`src/common/cp_xfer_defs.vh`:
```
`ifndef CP_XFER_DEFS_VH
`define CP_XFER_DEFS_VH

// ----------------------------------------
// apb register offsets (byte addresses)
// ----------------------------------------
`define OFS_CTRL        8'h00
`define OFS_STATUS      8'h04
`define OFS_SCAN        8'h08
`define OFS_COUNT       8'h0C

// ----------------------------------------
// register fields and reset values
// ----------------------------------------
`define CTRL_EN_BIT     0
`define CTRL_RESET      32'h0000_0001
`define ST_BUSY_BIT     0
`define ST_PV_BIT       1
`define ST_LF_BIT       2
`define SCAN_RESET      32'h0000_0000

// ----------------------------------------
// primitive word layout
// ----------------------------------------
`define PR_CA_BIT       15
`define PR_SC_BIT       14
`define PR_DIR_BIT      13
`define PR_TYPE_HI      12
`define PR_TYPE_LO      8
`define PT_CTRL_REG     5'h0D
`define PT_MULTI_MAIN   5'h06
`define PT_MULTI_COP    5'h01

// ----------------------------------------
// control register select codes (low 12 bits)
// ----------------------------------------
`define CS_SFC          12'h000
`define CS_DFC          12'h001
`define CS_CACHE_CTL    12'h002
`define CS_USP          12'h800
`define CS_VBR          12'h801
`define CS_CACHE_ADDR   12'h802
`define CS_MSP          12'h803
`define CS_ISP          12'h804

// ----------------------------------------
// interface register selects and values
// ----------------------------------------
`define CIR_SELECT      2'h0
`define CIR_OPERAND     2'h1
`define CIR_CONTROL     2'h2
`define ABORT_MASK      32'h0000_0001

// ----------------------------------------
// effective address modes
// ----------------------------------------
`define EA_POSTINC      3'h3
`define EA_PREDEC       3'h4
`define EA_SPECIAL      3'h7

`endif

```
`src/verilog/main_reg_file.v`:
```
`timescale 1ns/1ps
// ----------------------------------------
// data and address registers, 16 x 32
// ----------------------------------------
module main_reg_file (
  input  wire        i_clk,
  input  wire        i_we,
  input  wire [3:0]  i_waddr,
  input  wire [31:0] i_wdata,
  input  wire [3:0]  i_raddr,
  output reg  [31:0] o_rdata
);
  reg [31:0] mem [0:15];

  // one write port, registered read one cycle after address
  always @(posedge i_clk) begin
    if (i_we) begin
      mem[i_waddr] <= i_wdata;
    end
    o_rdata <= mem[i_raddr];
  end
endmodule // main_reg_file

```
`src/verilog/coprocessor_register_transfer.v`:
```
`timescale 1ns/1ps
`include "cp_xfer_defs.vh"
// Operation
// - control register primitive: flags 15-13, pattern 01101, low byte zero
// - flag clear in conditional instruction for register primitives: protocol violation
// - control register primitive first reads select code from select register
// - eight select codes map to the eight control registers
// - any other select code: protocol violation, no transfer
// - direction 0 writes control register to operand; 1 reads into it
// - multiple register primitive reads 16-bit mask; set bits select registers
// - order data 7 to 0, then address 7 to 0, both directions
// - direction 0 writes each register out; 1 reads each register in
// - coprocessor multiple primitive: flags, pattern 00001, byte length low byte
// - coprocessor multiple primitive in conditional instruction: protocol violation
// - odd operand length: protocol violation
// - compute address; scan counter grows two per extension word
// - valid modes: control or postincrement in, control alterable or predecrement out
// - invalid mode: abort mask to control register, then line-1111 exception
// - operand count is number of mask ones, position ignored
// - direction 1 stores operands to memory; 0 fetches them, long words first
// - ascending addresses; postincrement register grows by total bytes
// - predecrement lowers register before each operand; bytes ascend inside
module coprocessor_register_transfer (
  input  wire        i_clk,
  input  wire        i_rst,
  input  wire        i_psel,
  input  wire        i_penable,
  input  wire        i_pwrite,
  input  wire [7:0]  i_paddr,
  input  wire [31:0] i_pwdata,
  output reg  [31:0] o_prdata,
  output reg         o_pready,
  output reg         o_pslverr,
  input  wire        i_prim_valid,
  input  wire [15:0] i_prim,
  input  wire        i_conditional,
  input  wire [2:0]  i_ea_mode,
  input  wire [2:0]  i_ea_reg,
  input  wire [2:0]  i_ea_ext,
  input  wire [31:0] i_ea_addr,
  output reg         o_busy,
  output reg         o_done,
  output reg         o_proto_viol,
  output reg         o_line_f,
  output reg         o_cir_req,
  output reg         o_cir_write,
  output reg  [1:0]  o_cir_sel,
  output reg  [31:0] o_cir_wdata,
  input  wire        i_cir_ack,
  input  wire [31:0] i_cir_rdata,
  output reg         o_mem_req,
  output reg         o_mem_write,
  output reg  [31:0] o_mem_addr,
  output reg  [31:0] o_mem_wdata,
  input  wire        i_mem_ack,
  input  wire [31:0] i_mem_rdata,
  output reg         o_word
);
  // ----------------------------------------
  // states
  // ----------------------------------------
  localparam [3:0] S_IDLE   = 4'h0;
  localparam [3:0] S_SEL    = 4'h1;
  localparam [3:0] S_CTRL   = 4'h2;
  localparam [3:0] S_MM_PICK = 4'h3;
  localparam [3:0] S_MM_RD  = 4'h4;
  localparam [3:0] S_MM_CIR = 4'h5;
  localparam [3:0] S_EA     = 4'h6;
  localparam [3:0] S_ABORT  = 4'h7;
  localparam [3:0] S_AN_RD  = 4'h8;
  localparam [3:0] S_OPND   = 4'h9;
  localparam [3:0] S_CHUNK  = 4'hA;
  localparam [3:0] S_MC_MEM = 4'hB;
  localparam [3:0] S_MC_CIR = 4'hC;
  localparam [3:0] S_WBACK  = 4'hD;
  localparam [31:0] CTRL_RST = `CTRL_RESET;

  reg  [3:0]  state;
  reg  [4:0]  ptype;
  reg         dir;
  reg  [7:0]  op_len;
  reg  [2:0]  mode;
  reg  [2:0]  areg_num;
  reg  [15:0] mask;
  reg  [3:0]  bitp;
  reg  [2:0]  csel;
  reg  [4:0]  ops_left;
  reg  [7:0]  bytes_left;
  reg  [31:0] cur_addr;
  reg  [31:0] an_val;
  reg  [31:0] xdata;
  reg  [31:0] creg [0:7];
  reg  [31:0] scan_counter;
  reg  [4:0]  op_count;
  reg         enable;
  reg         pv_flag;
  reg         lf_flag;
  reg         rf_we;
  reg  [3:0]  rf_waddr;
  reg  [31:0] rf_wdata;
  wire [31:0] rf_rdata;
  integer     k;

  // ----------------------------------------
  // helpers
  // ----------------------------------------
  // mask bit 15..8 is d7..d0, 7..0 is a7..a0; file index 0..7 data, 8..15 address
  function [3:0] rf_index;
    input [3:0] b;
    begin
      rf_index = b[3] ? {1'b0, b[2:0]} : {1'b1, b[2:0]};
    end
  endfunction

  function [4:0] ones;
    input [15:0] m;
    integer j;
    begin
      ones = 5'h00;
      for (j = 0; j < 16; j = j + 1) begin
        ones = ones + {4'h0, m[j]};
      end
    end
  endfunction

  // select code to control register slot, bit 3 flags an invalid code
  function [3:0] ctrl_slot;
    input [11:0] c;
    begin
      if (c == `CS_SFC) ctrl_slot = 4'h0;
      else if (c == `CS_DFC) ctrl_slot = 4'h1;
      else if (c == `CS_CACHE_CTL) ctrl_slot = 4'h2;
      else if (c == `CS_USP) ctrl_slot = 4'h3;
      else if (c == `CS_VBR) ctrl_slot = 4'h4;
      else if (c == `CS_CACHE_ADDR) ctrl_slot = 4'h5;
      else if (c == `CS_MSP) ctrl_slot = 4'h6;
      else if (c == `CS_ISP) ctrl_slot = 4'h7;
      else ctrl_slot = 4'h8;
    end
  endfunction

  // control = modes 2,5,6 and 7/0..3; alterable drops the pc-relative 7/2,7/3
  function mode_ok;
    input [2:0] m;
    input [2:0] r;
    input       d;
    reg         ctl;
    begin
      ctl = (m == 3'h2) || (m == 3'h5) || (m == 3'h6) ||
            ((m == `EA_SPECIAL) && (r < 3'h4));
      if (d) begin
        mode_ok = (ctl && !((m == `EA_SPECIAL) && r[1])) || (m == `EA_PREDEC);
      end else begin
        mode_ok = ctl || (m == `EA_POSTINC);
      end
    end
  endfunction

  wire [4:0] in_type  = i_prim[`PR_TYPE_HI:`PR_TYPE_LO];
  wire       in_ca    = i_prim[`PR_CA_BIT];
  wire       take     = i_prim_valid && !o_busy && enable;
  wire       apb_wr   = i_psel && i_penable && o_pready && i_pwrite;
  wire       ctl_low0 = (i_prim[7:0] == 8'h00);
  wire [3:0] sel_slot = ctrl_slot(i_cir_rdata[11:0]);
  wire [3:0] rf_raddr = (state == S_EA) ? {1'b1, areg_num} : rf_index(bitp);

  main_reg_file u_rf (
    .i_clk   (i_clk),
    .i_we    (rf_we),
    .i_waddr (rf_waddr),
    .i_wdata (rf_wdata),
    .i_raddr (rf_raddr),
    .o_rdata (rf_rdata)
  );

  // ----------------------------------------
  // apb slave
  // ----------------------------------------
  // no wait state: pready rises in the first access cycle
  always @(posedge i_clk) begin
    if (i_rst) begin
      o_pready  <= 1'b0;
      o_pslverr <= 1'b0;
      o_prdata  <= 32'h0000_0000;
    end else begin
      o_pready  <= i_psel && !i_penable;
      o_pslverr <= 1'b0;
      o_prdata  <= 32'h0000_0000;
      if (i_psel && !i_penable) begin
        if (i_paddr == `OFS_CTRL) begin
          o_prdata <= {31'h0000_0000, enable};
        end else if (i_paddr == `OFS_STATUS) begin
          o_prdata <= {24'h00_0000, state, 1'b0, lf_flag, pv_flag, o_busy};
        end else if (i_paddr == `OFS_SCAN) begin
          o_prdata <= scan_counter;
        end else if (i_paddr == `OFS_COUNT) begin
          o_prdata <= {27'h000_0000, op_count};
        end else begin
          o_pslverr <= 1'b1; // unmapped
        end
      end
    end
  end

  // ----------------------------------------
  // transfer engine
  // ----------------------------------------
  // sticky flags: a new event in the clear cycle wins over the clear
  always @(posedge i_clk) begin
    if (i_rst) begin
      state <= S_IDLE;
      ptype <= 5'h00;
      dir <= 1'b0;
      op_len <= 8'h00;
      mode <= 3'h0;
      areg_num <= 3'h0;
      mask <= 16'h0000;
      bitp <= 4'h0;
      csel <= 3'h0;
      ops_left <= 5'h00;
      bytes_left <= 8'h00;
      cur_addr <= 32'h0000_0000;
      an_val <= 32'h0000_0000;
      xdata <= 32'h0000_0000;
      scan_counter <= `SCAN_RESET;
      op_count <= 5'h00;
      enable <= CTRL_RST[`CTRL_EN_BIT];
      pv_flag <= 1'b0;
      lf_flag <= 1'b0;
      rf_we <= 1'b0;
      rf_waddr <= 4'h0;
      rf_wdata <= 32'h0000_0000;
      o_busy <= 1'b0;
      o_done <= 1'b0;
      o_proto_viol <= 1'b0;
      o_line_f <= 1'b0;
      o_cir_req <= 1'b0;
      o_cir_write <= 1'b0;
      o_cir_sel <= `CIR_SELECT;
      o_cir_wdata <= 32'h0000_0000;
      o_mem_req <= 1'b0;
      o_mem_write <= 1'b0;
      o_mem_addr <= 32'h0000_0000;
      o_mem_wdata <= 32'h0000_0000;
      o_word <= 1'b0;
      for (k = 0; k < 8; k = k + 1) begin
        creg[k] <= 32'h0000_0000;
      end
    end else begin
      o_done <= 1'b0;
      o_proto_viol <= 1'b0;
      o_line_f <= 1'b0;
      rf_we <= 1'b0;
      // software side
      if (apb_wr && i_paddr == `OFS_CTRL) begin
        enable <= i_pwdata[`CTRL_EN_BIT];
      end
      if (apb_wr && i_paddr == `OFS_STATUS) begin
        if (i_pwdata[`ST_PV_BIT]) pv_flag <= 1'b0;
        if (i_pwdata[`ST_LF_BIT]) lf_flag <= 1'b0;
      end
      if (apb_wr && i_paddr == `OFS_SCAN && state == S_IDLE) begin
        scan_counter <= i_pwdata;
      end
      if (o_proto_viol) pv_flag <= 1'b1;
      if (o_line_f) lf_flag <= 1'b1;
      case (state)
        S_IDLE: begin
          if (take) begin
            ptype <= in_type;
            dir <= i_prim[`PR_DIR_BIT];
            op_len <= i_prim[7:0];
            mode <= i_ea_mode;
            areg_num <= i_ea_reg;
            if ((in_type == `PT_CTRL_REG && ctl_low0) || in_type == `PT_MULTI_MAIN) begin
              if (i_conditional && !in_ca) begin
                o_proto_viol <= 1'b1;
                o_done <= 1'b1;
              end else begin
                o_busy <= 1'b1;
                o_cir_req <= 1'b1;
                o_cir_write <= 1'b0;
                o_cir_sel <= `CIR_SELECT;
                state <= S_SEL;
              end
            end else if (in_type == `PT_MULTI_COP) begin
              if (i_conditional || i_prim[0]) begin
                o_proto_viol <= 1'b1;
                o_done <= 1'b1;
              end else begin
                o_busy <= 1'b1;
                state <= S_EA;
              end
            end else begin
              o_proto_viol <= 1'b1; // unknown to this block
              o_done <= 1'b1;
            end
          end
        end
        S_SEL: begin
          if (i_cir_ack) begin
            o_cir_req <= 1'b0;
            mask <= i_cir_rdata[15:0];
            csel <= sel_slot[2:0];
            bitp <= 4'hF;
            if (ptype == `PT_CTRL_REG) begin
              if (sel_slot[3]) begin
                o_proto_viol <= 1'b1;
                o_done <= 1'b1;
                o_busy <= 1'b0;
                state <= S_IDLE;
              end else begin
                o_cir_req <= 1'b1;
                o_cir_write <= !dir;
                o_cir_sel <= `CIR_OPERAND;
                o_cir_wdata <= creg[sel_slot[2:0]];
                state <= S_CTRL;
              end
            end else if (ptype == `PT_MULTI_MAIN) begin
              state <= S_MM_PICK;
            end else begin
              ops_left <= ones(i_cir_rdata[15:0]);
              op_count <= ones(i_cir_rdata[15:0]);
              if (ones(i_cir_rdata[15:0]) == 5'h00) begin
                o_done <= 1'b1;
                o_busy <= 1'b0;
                state <= S_IDLE;
              end else begin
                state <= S_OPND;
              end
            end
          end
        end
        S_CTRL: begin
          if (i_cir_ack) begin
            o_cir_req <= 1'b0;
            if (dir) creg[csel] <= i_cir_rdata;
            o_done <= 1'b1;
            o_busy <= 1'b0;
            state <= S_IDLE;
          end
        end
        // walk mask from d7 down to a0, one bit per cycle
        S_MM_PICK: begin
          if (mask[bitp]) begin
            if (dir) begin
              o_cir_req <= 1'b1;
              o_cir_write <= 1'b0;
              o_cir_sel <= `CIR_OPERAND;
              state <= S_MM_CIR;
            end else begin
              state <= S_MM_RD;
            end
          end else if (bitp == 4'h0) begin
            o_done <= 1'b1;
            o_busy <= 1'b0;
            state <= S_IDLE;
          end else begin
            bitp <= bitp - 4'h1;
          end
        end
        S_MM_RD: begin
          o_cir_req <= 1'b1;
          o_cir_write <= 1'b1;
          o_cir_sel <= `CIR_OPERAND;
          o_cir_wdata <= rf_rdata;
          state <= S_MM_CIR;
        end
        S_MM_CIR: begin
          if (i_cir_ack) begin
            o_cir_req <= 1'b0;
            if (dir) begin
              rf_we <= 1'b1;
              rf_waddr <= rf_index(bitp);
              rf_wdata <= i_cir_rdata;
            end
            mask[bitp] <= 1'b0;
            state <= S_MM_PICK;
          end
        end
        S_EA: begin
          scan_counter <= scan_counter + {28'h000_0000, i_ea_ext, 1'b0};
          cur_addr <= i_ea_addr;
          if (!mode_ok(mode, areg_num, dir)) begin
            o_cir_req <= 1'b1;
            o_cir_write <= 1'b1;
            o_cir_sel <= `CIR_CONTROL;
            o_cir_wdata <= `ABORT_MASK;
            state <= S_ABORT;
          end else begin
            state <= S_AN_RD;
          end
        end
        S_ABORT: begin
          if (i_cir_ack) begin
            o_cir_req <= 1'b0;
            o_line_f <= 1'b1;
            o_done <= 1'b1;
            o_busy <= 1'b0;
            state <= S_IDLE;
          end
        end
        S_AN_RD: begin
          if (mode == `EA_POSTINC || mode == `EA_PREDEC) begin
            an_val <= rf_rdata;
            cur_addr <= rf_rdata;
          end
          o_cir_req <= 1'b1;
          o_cir_write <= 1'b0;
          o_cir_sel <= `CIR_SELECT;
          state <= S_SEL;
        end
        // start of one operand; predecrement lowers the address first
        S_OPND: begin
          bytes_left <= op_len;
          if (mode == `EA_PREDEC) begin
            an_val <= an_val - {24'h00_0000, op_len};
            cur_addr <= an_val - {24'h00_0000, op_len};
          end
          state <= (op_len == 8'h00) ? S_WBACK : S_CHUNK;
        end
        // long words while four or more bytes remain, else one word
        S_CHUNK: begin
          o_word <= (bytes_left < 8'h04);
          o_mem_addr <= cur_addr;
          if (dir) begin
            o_cir_req <= 1'b1;
            o_cir_write <= 1'b0;
            o_cir_sel <= `CIR_OPERAND;
            state <= S_MC_CIR;
          end else begin
            o_mem_req <= 1'b1;
            o_mem_write <= 1'b0;
            state <= S_MC_MEM;
          end
        end
        S_MC_CIR: begin
          if (i_cir_ack) begin
            o_cir_req <= 1'b0;
            if (dir) begin
              o_mem_req <= 1'b1;
              o_mem_write <= 1'b1;
              o_mem_wdata <= i_cir_rdata;
              state <= S_MC_MEM;
            end else begin
              state <= S_WBACK;
            end
          end
        end
        S_MC_MEM: begin
          if (i_mem_ack) begin
            o_mem_req <= 1'b0;
            if (!dir) begin
              o_cir_req <= 1'b1;
              o_cir_write <= 1'b1;
              o_cir_sel <= `CIR_OPERAND;
              o_cir_wdata <= i_mem_rdata;
              state <= S_MC_CIR;
            end else begin
              state <= S_WBACK;
            end
          end
        end
        // advance by the chunk; at operand end either loop or finish
        S_WBACK: begin
          if (bytes_left != 8'h00) begin
            cur_addr <= cur_addr + (o_word ? 32'h0000_0002 : 32'h0000_0004);
            bytes_left <= bytes_left - (o_word ? 8'h02 : 8'h04);
          end
          if (bytes_left > 8'h04 || (bytes_left > 8'h02 && o_word)) begin
            state <= S_CHUNK;
          end else if (ops_left != 5'h01) begin
            ops_left <= ops_left - 5'h01;
            if (mode == `EA_POSTINC) begin
              an_val <= an_val + {24'h00_0000, op_len};
            end
            state <= S_OPND;
          end else begin
            if (mode == `EA_POSTINC || mode == `EA_PREDEC) begin
              rf_we <= 1'b1;
              rf_waddr <= {1'b1, areg_num};
              rf_wdata <= (mode == `EA_POSTINC) ?
                          an_val + {24'h00_0000, op_len} : an_val;
            end
            o_done <= 1'b1;
            o_busy <= 1'b0;
            state <= S_IDLE;
          end
        end
        default: begin
          state <= S_IDLE;
        end
      endcase
    end
  end
endmodule // coprocessor_register_transfer

```
`config.mk`:
```
export PLATFORM = sky130hd
export DESIGN_NAME = coprocessor_register_transfer
export DESIGN_NICKNAME = d
export VERILOG_FILES = /design/src/verilog/main_reg_file.v /design/src/verilog/coprocessor_register_transfer.v
export VERILOG_INCLUDE_DIRS = /design/src /design/src/common
export SDC_FILE = /design/constraint.sdc
export NUM_CORES = 2
export LEC_CHECK = 0
export ABC_AREA = 1
export BUFFER_PORTS_ARGS = -buffer_cell sky130_fd_sc_hd__buf_2
export CELL_PAD_IN_SITES_DETAIL_PLACEMENT = 1
export CELL_PAD_IN_SITES_GLOBAL_PLACEMENT = 2
export CORE_MARGIN = 3
export CORE_UTILIZATION = 34
export CTS_CLUSTER_DIAMETER = 150
export DETAILED_ROUTE_END_ITERATION = 8
export PLACE_DENSITY = 0.82
export SLEW_MARGIN = 10
export SYNTH_ARGS = -nofsm -noshare
export SYNTH_HDL_FRONTEND = slang
export SYNTH_HIERARCHICAL = 1
export SYNTH_SLANG_ARGS = --single-unit
```
`constraint.sdc`:
```
create_clock -name i_clk -period 5.3 [get_ports i_clk]
set_input_delay 0.795 -clock i_clk [delete_from_list [all_inputs] [get_ports i_clk]]
set_output_delay 0.795 -clock i_clk [all_outputs]
set_load 0.005 [all_outputs]
```
==> results.md <==
* Critical Path RT at 5.90 ns
* Max FFs per register at approximately 510
* FF-to-FF path depth at 12
* Die W at roughly 410 um
* Chip height at 407.9 um
* R2r endpoint: rf_wdata[14]$_SDFFE_PP0P_
* Dpl ws at between 0.15 and 0.2 ns
* Post-route ant nets at 0
* P_leak at 26.90 nW
* Final setup TNS at 0 ns
* Seq pwr share at 0.482
* Share of the synthesized area in the top cell type at 0.4200
* Final setup margin at roughly 0.91 ns
* Main synth FF type: edfxtp_1
* Clk_skew at roughly 0.033 ns
* Mapped Cells at approximately 6500
* Largest net degree at the start of global routing at 178
* Pint at between 0.015 and 0.02 W
* # fillers at 18828
* R2R Path Start: state[0]$_SDFFE_PP0P_
* Skew-Pair Late Insertion Delay at about 0.8 ns
* Max VDD drop at around 0.32 mV
* Drt total wl at ~220 mm
* Switch Pwr at between 0.004 and 0.005 W
* CP Class: input port to flip-flop
* Initial antenna violation count at 19
* First drt pass iteration count at 5
* Layout cell share with drive strength beyond 1 at 0.09915
* Ys Warns at 6
* Post-detail-place hpwl at around 140 mm
* Die Area at about 0.17 mm^2
* Area of the core at 0.1595 mm^2
* Ports at 311
* 1st-iter DRT viols at ~4000
* Least-Margin Pin Slew at between 1 and 1.5 ns
* CP Capture Type: flip-flop
* Average routed wire per standard cell at about 25 um
* Mapped Nets at ~6800
* Logic gate share of total power at 0.040
* RSZ-0062 raised after global routing: false
* Crit-path slowest cell: fa_1
* # nets final at a little under 7000
* Distinct cells, synth at between 50 and 60
* Placed Cells incl. Taps at approximately 9000
* Most instantiated library cell after synthesis: nand2_1
* Yosys reg bits at between 1000 and 1500
* CTS Buf Count at between 100 and 150
* Average cell area after synthesis at around 8.4 um^2
* Final cell count without fillers at 8993
* Worst hold start: i_ea_mode[1]
* Port bufs at just over 300
* Max Cap Violations at 0
* Number of vias per cell at around 5.3
* CTS sink count at about 1100
* Biggest register: u_rf/mem
* Hold path depth at 3
* Vias in the first global route at between 40000 and 50000
* Worst Hold Endpoint: mode[1]$_SDFFE_PP0P_
* Hold WC Path Type: input port to flip-flop
* Startpoint Class: input port
* Vias at 47752
* Overflow left after global routing at 0
* Reg2reg setup slack at about 1.5 ns
* Fin. max-slew vios at 0
* Largest cells by area after synthesis: edfxtp_1 42%, dfxtp_1 14%, nand2_1 9.7%, nand3_1 8.4%, inv_1 6.6%
* Final hold vios at 0
* DRC at 0
* Post-synth ARST share at 0
* Switching Share at 0.2272
* Most frequent cells after synthesis: 1412 x nand2_1, 962 x inv_1, 926 x nand3_1
* Power share of the clock group at 0.477
* Layout area overhead at 14.83%
* Fmax at 227.9 MHz
* Max incr delay on CP at 0.55 ns
* Post-cts sizing count at 0
* PwrDens at 313.7 mW/mm^2
* Worst Path Buf+Inv at 4
* Clock-pin slew on the worst setup and hold paths at around 0.060 ns
* Worst path top cell family by delay: adder cells
* Setup-failing EPs final at 0
* Worst-path maximum fanout at 6
* Most frequent CP cell: fa_1
* Post-synth EDFFs at around 770
* Hold buffer count at CTS at 0
* Crit-path cells: buf_2 > clkinv_1 > fa_1 > fa_1 > fa_1 > fa_1 > inv_1 > ha_1 > fa_1 > xnor2_1 > inv_1 > nor3_1 > nand3_1 > o21bai_1 > nand4_1 > o21ai_0 > a21oi_1
* First-pass GRT wire length at 321.7 mm
* Total setup buffers inserted after CTS at 0
* Row cnt at about 150
* Initial core utilization at 0.3443
* Synth Cell Area at around 0.055 mm^2
* CTS tree: built
* Rel. slew slack at 0.1587
* Critical path arrival at around 5 ns
* Period minus WS final at 4.388 ns
* Final period util at 0.8279
* Post-synth top area cell: edfxtp_1
* CTS max path bufs at 3
* Clk root buf: clkbuf_16
* Sequential area share after synthesis at 0.5563
* Gp weighted congestion at slightly above 0.9
* Aggregate global-route resource usage at 0.2580
* Status: finished, final reports clean
* Top Registers: u_rf/mem: 512 flops, creg: 256 flops
* H-tree depth at 4
## routing by layer
| metal | vias up | share of wire | GRT usage | wire length (um) |
|---|---|---|---|---|
| li1 | 21816 | - | - | - |
| met1 | 23955 | 0.42 | 0.3359 | 93410 |
| met5 | - | 0.00026 | 0 | 58 |
| met4 | 8 | 0.042 | 0.1075 | 9354 |
| met2 | 1556 | 0.46 | 0.4145 | 101300 |
| met3 | 417 | 0.074 | 0.05691 | 16280 |
## power by group through the flow
| stage | clock, W | sequential, W | combinational [W] |
|---|---|---|---|
| final | 0.00944 | 0.00954 | 0.000797 |
| after detailed placement | 0 | 0.00973 | 0.000793 |
| after floorplan | 0 | 0.00972 | 0.000423 |
| after CTS | 0.00961 | 0.00954 | 0.000799 |
| after global placement | 0 | 0.00973 | 0.000792 |
| after global routing | 0.00998 | 0.00955 | 0.000880 |
## placed cells by master (no fill, tap or decap), types with 21 or more instances in the layout
| cell type | count |
|---|---|
| a21oi_1 | 360 |
| a31oi_1 | 47 |
| buf_2 | 308 |
| buf_4 | 84 |
| clkbuf_1 | 28 |
| clkbuf_16 | 137 |
| clkinv_1 | 28 |
| clkinv_2 | 21 |
| dfxtp_1 | 374 |
| edfxtp_1 | 768 |
| ha_1 | 38 |
| inv_1 | 960 |
| nand2_1 | 1409 |
| nand3_1 | 925 |
| nand3b_1 | 41 |
| nand4_1 | 48 |
| nor2_1 | 596 |
| nor2_4 | 24 |
| nor3_1 | 64 |
| o21ai_0 | 336 |
| xor2_1 | 21 |
## layout make-up
cell class,count,area (um^2),area share
Inverter,992,3741,0.05933
Clock buffer,179,3726,0.05909
Timing Repair Buffer,408,2492,0.03953
Tap cell,2146,2685,0.04258
Antenna cell,9,22.52,0.0003572
Clock inverter,64,705.7,0.01119
Multi-Input combinational cell,4053,19130,0.3035
Sequential cell,1142,30550,0.4845
## worst reg2reg max path, cell delays in order, from the launching register on
cell,delay (ns)
dfxtp_1,0.65
inv_2,0.13
nor2_4,0.13
inv_2,0.09
nor2_4,0.25
inv_2,0.07
nor2_2,0.19
nand3_1,0.22
o22ai_4,0.15
buf_4,0.48
inv_2,0.44
a21oi_1,0.74
a21oi_1,0.13
## metrics by stage
step           cell area [um^2]  hold WS (ns)  power [W]    util
4_1_cts                   63030        0.2279    0.01995  0.3953
2_1_floorplan             54920        0.4245    0.01014       -
3_5_place_dp              58600        0.4546    0.01052  0.3675
3_3_place_gp              58600        0.4471    0.01052  0.3675
5_1_grt                   63050        0.2629    0.02040  0.3953
6_report                  63060        0.2884    0.01978  0.3954
## worst max path at each step
stage,from,to,slack (ns),cells after the start
4_1_cts,i_cir_rdata[1],state[0]$_SDFFE_PP0P_,0.97,17
6_report,i_cir_rdata[1],state[0]$_SDFFE_PP0P_,0.91,17
3_5_place_dp,i_cir_rdata[1],state[0]$_SDFFE_PP0P_,0.16,17
5_1_grt,i_cir_rdata[1],state[0]$_SDFFE_PP0P_,0.61,17
3_3_place_gp,i_cir_rdata[1],state[0]$_SDFFE_PP0P_,0.22,17
2_1_floorplan,i_cir_rdata[0],state[0]$_SDFFE_PP0P_,0.62,16
## kinds of logic after synthesis
kind of cell,count (synthesis),share of synthesized area
and+or+nand+nor,3149,0.2456
buffers and inverters,1339,0.09934
DFF,1142,0.5563
AOI/OAI and AO/OA,827,0.08084
adders and majority gates,53,0.01413
xor gates and xnor gates,24,0.003828
(Power assumes the default switching activity.)
